--- config.mk ---
export PLATFORM = sky130hd
export DESIGN_NAME = dcf_data_config
export DESIGN_NICKNAME = d
export VERILOG_FILES = /design/src/dcf_pkg.sv /design/src/dcf_data_config.sv /design/src/dcf_lanes.sv
export SDC_FILE = /design/constraint.sdc
export NUM_CORES = 1
export LEC_CHECK = 0
export BUFFER_PORTS_ARGS = -buffer_cell sky130_fd_sc_hd__buf_2
export CAP_MARGIN = 30
export CORE_MARGIN = 4
export CORE_UTILIZATION = 35
export DETAILED_ROUTE_END_ITERATION = 6
export PLACE_DENSITY_LB_ADDON = 0.05
export SYNTH_ARGS = -nofsm -noshare
export SYNTH_HDL_FRONTEND = slang
export SYNTH_SLANG_ARGS = --single-unit
export TNS_END_PERCENT = 5
--- constraint.sdc ---
create_clock -name hclk -period 3.32 [get_ports hclk]
set_clock_uncertainty 0.05 [all_clocks]
set_input_delay 0.498 -clock hclk [delete_from_list [all_inputs] [get_ports hclk]]
set_output_delay 0.498 -clock hclk [all_outputs]
set_load 0.02 [all_outputs]
--- src/dcf_pkg.sv ---
package dcf_pkg;

    // Register indices, byte address is four times the index
    localparam logic [31:0] DCF_IDX_DATA_CONFIG  = 32'h0000_000e;
    localparam logic [31:0] DCF_IDX_STATUS       = 32'h0000_0010;
    localparam logic [31:0] DCF_ADDR_DATA_CONFIG = DCF_IDX_DATA_CONFIG << 2;
    localparam logic [31:0] DCF_ADDR_STATUS      = DCF_IDX_STATUS << 2;

    // Configuration width in bits, power-up value has long addressing set
    localparam int          DCF_CFG_W   = 7;
    localparam logic [6:0]  DCF_CFG_RST = 7'h04;

    // Status word field positions
    localparam int DCF_ST_WORD   = 0;
    localparam int DCF_ST_SWAP   = 1;
    localparam int DCF_ST_LONG   = 2;
    localparam int DCF_ST_SEND   = 3;
    localparam int DCF_ST_LOOP   = 4;
    localparam int DCF_ST_LPACT  = 6;
    localparam int DCF_ST_THR    = 8;
    localparam int DCF_ST_REQ    = 12;

    // Loopback codes
    localparam logic [1:0] DCF_LOOP_NORMAL = 2'h0;

    // Receive thresholds, in words or bytes
    localparam logic [3:0] DCF_THR_W0 = 4'h1;
    localparam logic [3:0] DCF_THR_W1 = 4'h2;
    localparam logic [3:0] DCF_THR_W2 = 4'h4;
    localparam logic [3:0] DCF_THR_W3 = 4'h6;
    localparam logic [3:0] DCF_THR_B0 = 4'h2;
    localparam logic [3:0] DCF_THR_B1 = 4'h4;
    localparam logic [3:0] DCF_THR_B2 = 4'h8;
    localparam logic [3:0] DCF_THR_B3 = 4'hc;

    typedef enum logic [2:0] {
        DCF_PH_IDLE = 3'h1,
        DCF_PH_WR   = 3'h2,
        DCF_PH_RD   = 3'h4
    } dcf_phase_t;

    typedef struct packed {
        logic [1:0] fifo_threshold;
        logic       auto_init_remote;
        logic       loopback_select;
        logic       long_address_select;
        logic       byte_order_select;
        logic       word_transfer_select;
    } dcf_cfg_t;

    typedef struct packed {
        logic        hsel;
        logic [31:0] haddr;
        logic [1:0]  htrans;
        logic        hwrite;
        logic [2:0]  hsize;
        logic [31:0] hwdata;
        logic        hready;
    } dcf_ahb_in_t;

    typedef struct packed {
        logic [31:0] hrdata;
        logic        hreadyout;
        logic        hresp;
    } dcf_ahb_out_t;

    typedef struct packed {
        logic [15:0] start_hi;
        logic [15:0] addr;
        logic [15:0] data;
    } dcf_dma_in_t;

    typedef struct packed {
        logic [15:0] upper;
        logic [15:0] addr;
        logic [15:0] data;
    } dcf_dma_out_t;

    typedef struct packed {
        dcf_phase_t  phase;
        logic        hit_cfg;
        logic        hit_stat;
        logic        ready;
        logic [31:0] rdata;
        dcf_cfg_t    cfg;
        logic [1:0]  loop_mode;
        logic        loop_active;
        logic [3:0]  thr;
        logic        req;
    } dcf_state_t;

    function automatic logic [3:0] dcf_thr_count(input logic [1:0] code, input logic wide);
        logic [3:0] v;
        v = '0;
        unique case (code)
            2'h0: v = wide ? DCF_THR_W0 : DCF_THR_B0;
            2'h1: v = wide ? DCF_THR_W1 : DCF_THR_B1;
            2'h2: v = wide ? DCF_THR_W2 : DCF_THR_B2;
            2'h3: v = wide ? DCF_THR_W3 : DCF_THR_B3;
        endcase
        return v;
    endfunction : dcf_thr_count

endpackage : dcf_pkg
--- src/dcf_data_config.sv ---
// The implementer's own choice: the AHB-Lite interface to the registers.
`timescale 1ns/10ps
module dcf_data_config (
    input  wire logic                  hclk,
    input  wire logic                  hresetn,
    input  wire dcf_pkg::dcf_ahb_in_t  ahb_i,
    output      dcf_pkg::dcf_ahb_out_t ahb_o,
    input  wire logic [1:0]            loopback_code,
    input  wire logic                  rx_active,
    input  wire logic [3:0]            fifo_level,
    input  wire dcf_pkg::dcf_dma_in_t  dma_i,
    output      dcf_pkg::dcf_dma_out_t dma_o,
    output      logic                  word_mode,
    output      logic                  long_addr,
    output      logic                  send_enable,
    output      logic [1:0]            loop_mode,
    output      logic                  loop_active,
    output      logic [3:0]            fifo_thr_count,
    output      logic                  fifo_bus_req
);
    import dcf_pkg::*;

    dcf_state_t  s_r;
    dcf_state_t  s_nxt;
    logic        take;
    logic [31:0] status;

    localparam dcf_state_t DCF_STATE_RST = '{
        phase:       DCF_PH_IDLE,
        hit_cfg:     1'b0,
        hit_stat:    1'b0,
        ready:       1'b1,
        rdata:       32'h0000_0000,
        cfg:         DCF_CFG_RST,
        loop_mode:   DCF_LOOP_NORMAL,
        loop_active: 1'b0,
        thr:         4'h0,
        req:         1'b0
    };

    // Status word built from the live state
    always_comb
    begin
        status = '0;
        status[DCF_ST_WORD] = s_r.cfg.word_transfer_select;
        status[DCF_ST_SWAP] = s_r.cfg.word_transfer_select & s_r.cfg.byte_order_select;
        status[DCF_ST_LONG] = s_r.cfg.long_address_select;
        status[DCF_ST_SEND] = s_r.cfg.auto_init_remote;
        status[DCF_ST_LOOP +: 2] = s_r.loop_mode;
        status[DCF_ST_LPACT] = s_r.loop_active;
        status[DCF_ST_THR +: 4] = s_r.thr;
        status[DCF_ST_REQ] = s_r.req;
    end

    always_comb
    begin
        s_nxt = s_r;
        s_nxt.ready = 1'b1;
        take = ahb_i.hsel & ahb_i.htrans[1] & ahb_i.hready;

        // Data phase of the previous transfer
        unique case (s_r.phase)
            DCF_PH_IDLE:
            begin
            end
            DCF_PH_WR:
            begin
                if (s_r.hit_cfg)
                    s_nxt.cfg = ahb_i.hwdata[DCF_CFG_W-1:0];
            end
            DCF_PH_RD:
            begin
            end
        endcase

        // Address phase, zero wait states
        s_nxt.rdata = '0;
        if (take)
        begin
            s_nxt.phase = ahb_i.hwrite ? DCF_PH_WR : DCF_PH_RD;
            s_nxt.hit_cfg = (ahb_i.haddr == DCF_ADDR_DATA_CONFIG);
            s_nxt.hit_stat = (ahb_i.haddr == DCF_ADDR_STATUS);
            if (!ahb_i.hwrite && (ahb_i.haddr == DCF_ADDR_STATUS))
                s_nxt.rdata = status;
        end
        else
        begin
            s_nxt.phase = DCF_PH_IDLE;
            s_nxt.hit_cfg = 1'b0;
            s_nxt.hit_stat = 1'b0;
        end

        if (s_r.cfg.loopback_select)
        begin
            s_nxt.loop_mode = DCF_LOOP_NORMAL;
            s_nxt.loop_active = 1'b0;
        end
        else
        begin
            s_nxt.loop_mode = loopback_code;
            s_nxt.loop_active = (loopback_code != DCF_LOOP_NORMAL);
        end

        s_nxt.thr = dcf_thr_count(s_r.cfg.fifo_threshold, s_r.cfg.word_transfer_select);
        s_nxt.req = rx_active &&
            (fifo_level >= dcf_thr_count(s_r.cfg.fifo_threshold, s_r.cfg.word_transfer_select));
    end

    always_ff @(posedge hclk or negedge hresetn)
    begin
        if (!hresetn)
            s_r <= DCF_STATE_RST;
        else
            s_r <= s_nxt;
    end

    dcf_lanes u_lanes (
        .hclk    (hclk),
        .hresetn (hresetn),
        .cfg     (s_r.cfg),
        .dma_i   (dma_i),
        .dma_o   (dma_o)
    );

    assign ahb_o.hrdata    = s_r.rdata;
    assign ahb_o.hreadyout = s_r.ready;
    assign ahb_o.hresp     = 1'b0;
    assign word_mode       = s_r.cfg.word_transfer_select;
    assign long_addr       = s_r.cfg.long_address_select;
    assign send_enable     = s_r.cfg.auto_init_remote;
    assign loop_mode       = s_r.loop_mode;
    assign loop_active     = s_r.loop_active;
    assign fifo_thr_count  = s_r.thr;
    assign fifo_bus_req    = s_r.req;
endmodule : dcf_data_config

--- src/dcf_lanes.sv ---
`timescale 1ns/10ps
module dcf_lanes (
    input  wire logic            hclk,
    input  wire logic            hresetn,
    input  wire dcf_pkg::dcf_cfg_t    cfg,
    input  wire dcf_pkg::dcf_dma_in_t dma_i,
    output      dcf_pkg::dcf_dma_out_t dma_o
);
    import dcf_pkg::*;

    dcf_dma_out_t s_r;
    dcf_dma_out_t s_nxt;
    logic         swap;

    always_comb
    begin
        s_nxt = s_r;
        swap = cfg.word_transfer_select & cfg.byte_order_select;
        s_nxt.data = swap ? {dma_i.data[7:0], dma_i.data[15:8]} : dma_i.data;
        s_nxt.addr = {dma_i.addr[15:1], dma_i.addr[0] & ~cfg.word_transfer_select};
        s_nxt.upper = cfg.long_address_select ? dma_i.start_hi : 16'h0000;
    end

    always_ff @(posedge hclk or negedge hresetn)
    begin
        if (!hresetn)
            s_r <= '0;
        else
            s_r <= s_nxt;
    end

    assign dma_o = s_r;
endmodule : dcf_lanes

==> summary.md <==
| Metric | Value |
|---|---|
| Final ANT Viol Nets | `0` |
| Final period util | `0.5426` |
| Fillers | `783` |
| Detailed placement HPWL | `5.186 mm` |
| Vias in the first global route | `a little over 2000` |
| Share of the synthesized area in the top cell type | `0.6364` |
| Mapped Cells | `~220` |
| Die area | `~10000 sq um` |
| Worst hold path type | `input port to async pin` |
| Logic gate share of total power | `0.093` |
| Achievable frequency | `555.1 MHz` |
| Status | `finished, final reports clean` |
| Vias per inst | `4.172` |
| DR DRC count | `0` |
| Nets | `about 500` |
| Number of synthesized flops with an enable pin | `0` |
| Seq pwr share | `0.521` |
| Total core area | `8299 sq um` |
| Synth area leader | `dfrtp_1` |
| Yosys warning count | `0` |
| CTS sink count | `79` |
| Area Overhead vs Synth | `32.27%` |
| Max_slew headroom | `0.3768` |
| Most area-consuming cells after synthesis | `dfrtp_1 64%, buf_4 10%, mux2_2 8.6%` |
| Die width | `101.0 um` |
| Initial antenna violation count | `0` |
| Synth unique cells | `30` |
| Share of post-route cells with drive strength above 1 | `0.5654` |
| Post-cts sizing count | `0` |
| H-tree levels | `3` |
| WL final | `6.660 mm` |
| Worst-path cell chain | `buf_2` |
| RSZ-0062 raised after global routing | `no` |
| DP Cell Count | `~470` |
| Input/output buffers | `between 150 and 200` |
| Clock power frac | `0.387` |
| Final std cells w/o fill | `between 400 and 500` |
| Post-synthesis sequential area ratio | `0.6537` |
| # setup viols final | `0` |
| Worst-margin pin slew | `between 0.9 and 1 ns` |
| Vias | `2032` |
| CTS clk-pin slew, worst paths | `approximately 0.09 ns` |
| Synth async-reset ratio | `1.000` |
| Critical-path maximum fanout | `19` |
| Maxcap violations | `0` |
| PwrDens | `474.8 nW/um^2` |
| Router iterations before antenna repair | `4` |
| Leak | `0.002235 uW` |
| Slowest-stage cell, CP | `dfstp_2` |
| Syn avg cell area | `13.83 sq um` |
| Period minus WS final | `1.801 ns` |
| Row count | `33` |
| Initial core utilization | `0.3648` |
| Worst R2R Setup Slack | `1.57 ns` |
| Pre-CTS WS | `1.455 ns` |
| Routability congestion estimate | `roughly 0.74` |
| Initial DRC Count | `29` |
| Worst path bufs/invs | `1` |
| Startpoint types | `flip-flop` |
| Pint | `~1400 uW` |
| Root Driver | `clkbuf_8` |
| Setup_tns | `0 ns` |
| Worst EP arrival | `1.25 ns` |
| Worst endpoint required time | `2.77 ns` |
| Skew-Pair Late Insertion Delay | `0.34 ns` |
| Hold-fix buffers, CTS | `0` |
| Post-route cell area | `4005 sq um` |
| Io pins | `222` |
| CTS tree | `built` |
| Critical path class | `flip-flop to primary output` |
| WL/cell | `13.68 um` |
| Crit path max-delay family | `flip-flops` |
| Crit. End Element | `primary output` |
| Synth Cell Area | `3028 sq um` |
| # diodes | `0` |
| First-pass GRT wire length | `10.13 mm` |
| Final Worst Setup Slack | `1.519 ns` |
| Peak VDD IR | `0.3295 mV` |
| Placed inst area | `~3800 sq um` |
| CP max stage delay | `slightly below 0.7 ns` |
| FF+latch count, synth | `79` |
| Fin. max-slew vios | `0` |
| Congestion Overflow GR | `0` |
| Fin. Hold Viols | `0` |
| Sw Share | `0.2565` |
| Top-count cell post-synth | `dfrtp_1` |
| Largest net degree at the start of global routing | `45` |
| Number of setup buffers added after CTS | `0` |
| Die Height | `101.0 um` |
| Prevailing post-synth register cell | `dfrtp_1` |
| CTS Buf Count | `9` |
| Total track usage | `0.1302` |
| P_sw | `about 500 uW` |
| Clock tree buffer depth | `2` |
| Top post-synthesis cells by count | `77 x dfrtp_1, 41 x buf_4, 27 x and2_1` |
-- registers in the layout (all words and copies together), names as in the netlist --
signal and flops:
fifo_thr_count 4, loop_mode 2, long_addr 1, send_enable 1, loop_active 1, u_lanes.dma_o 48, s_r 8, word_mode 1
ahb_o 12, fifo_bus_req 1
-- per-stage QoR --
step | hold WS, ns | power [uW] | util
after global routing | 0.07931 | 1990 | 0.4826
final | 0.05061 | 1902 | 0.4826
after floorplan | 0.1524 | 1102 | -
after global placement | 0.4045 | 1184 | 0.4550
after CTS | 0.06317 | 1931 | 0.4826
after detailed placement | 0.4156 | 1190 | 0.4583
-- power by group through the flow --
stage | clock network [uW] | logic (uW) | registers, uW
floorplan | 0 | 62.4 | 1040
global placement | 0 | 174 | 1010
detailed placement | 0 | 180 | 1010
CTS | 760 | 180 | 991
global route | 801 | 196 | 993
finish | 735 | 176 | 990
-- metal layers --
metal,vias up,wire (um),global-route usage
met3,9,784,0.04291
met5,-,0,0
met2,117,3411,0.2142
met4,0,101,0.05828
met1,934,2363,0.1551
li1,972,-,-
-- final cells by class --
cell class	count	area (sq um)	area share
flip-flops and latches	79	1979	0.4942
well taps	105	131.4	0.03280
multi-input cells	109	782.0	0.1953
clock inverters	7	77.57	0.01937
inverters	6	22.52	0.005623
repair buffers	172	888.4	0.2218
clock buffers	9	123.9	0.03093
-- worst paths after layout --
| path | cells after the start | endpoint | startpoint |
|---|---|---|---|
| max | 1 | long_addr | long_addr |
| min | 1 | ahb_o[6] | hresetn |
| max reg2reg | 2 | s_r[13] | s_r[50] |
| min reg2reg | 1 | loop_mode[0] | s_r[11] |
| max in group asynchronous | 2 | long_addr | hresetn |
| min in group hclk | 1 | u_lanes.dma_o[26] | dma_i[26] |
-- layout by cell type, fill, tap and decap left out, types with 3 or more instances in the layout --
cell type,Yosys,layout
inv_1,6,6
buf_2,2,169
dfrtp_1,77,77
mux2_2,23,23
nor2b_1,3,3
inv_6,0,4
nor4_1,7,7
ha_1,4,4
conb_1,2,22
and2_1,27,27
clkbuf_8,0,9
nor2_1,3,3
-- cells by family (layout without fill, tap and decap cells) --
family                   count (synthesis)  after routing  share of synthesized area
multiplexers                            24             24                    0.08884
adder cells (fa/ha/maj)                  4              4                    0.01653
flip-flops                              79             79                     0.6537
other                                    2             22                   0.002480
AND/OR/NAND/NOR                         54             54                     0.1136
AO/OA/AOI/OAI                            5              5                   0.009918
buffers and inverters                   51            194                     0.1149
-- worst register-to-register path, cell delays in order (launching register included) --
cell and delay (ns):
dfstp_2 0.37, nor4bb_2 0.81, mux2_2 0.41
No activity file was read; power rests on OpenSTA's default activity.
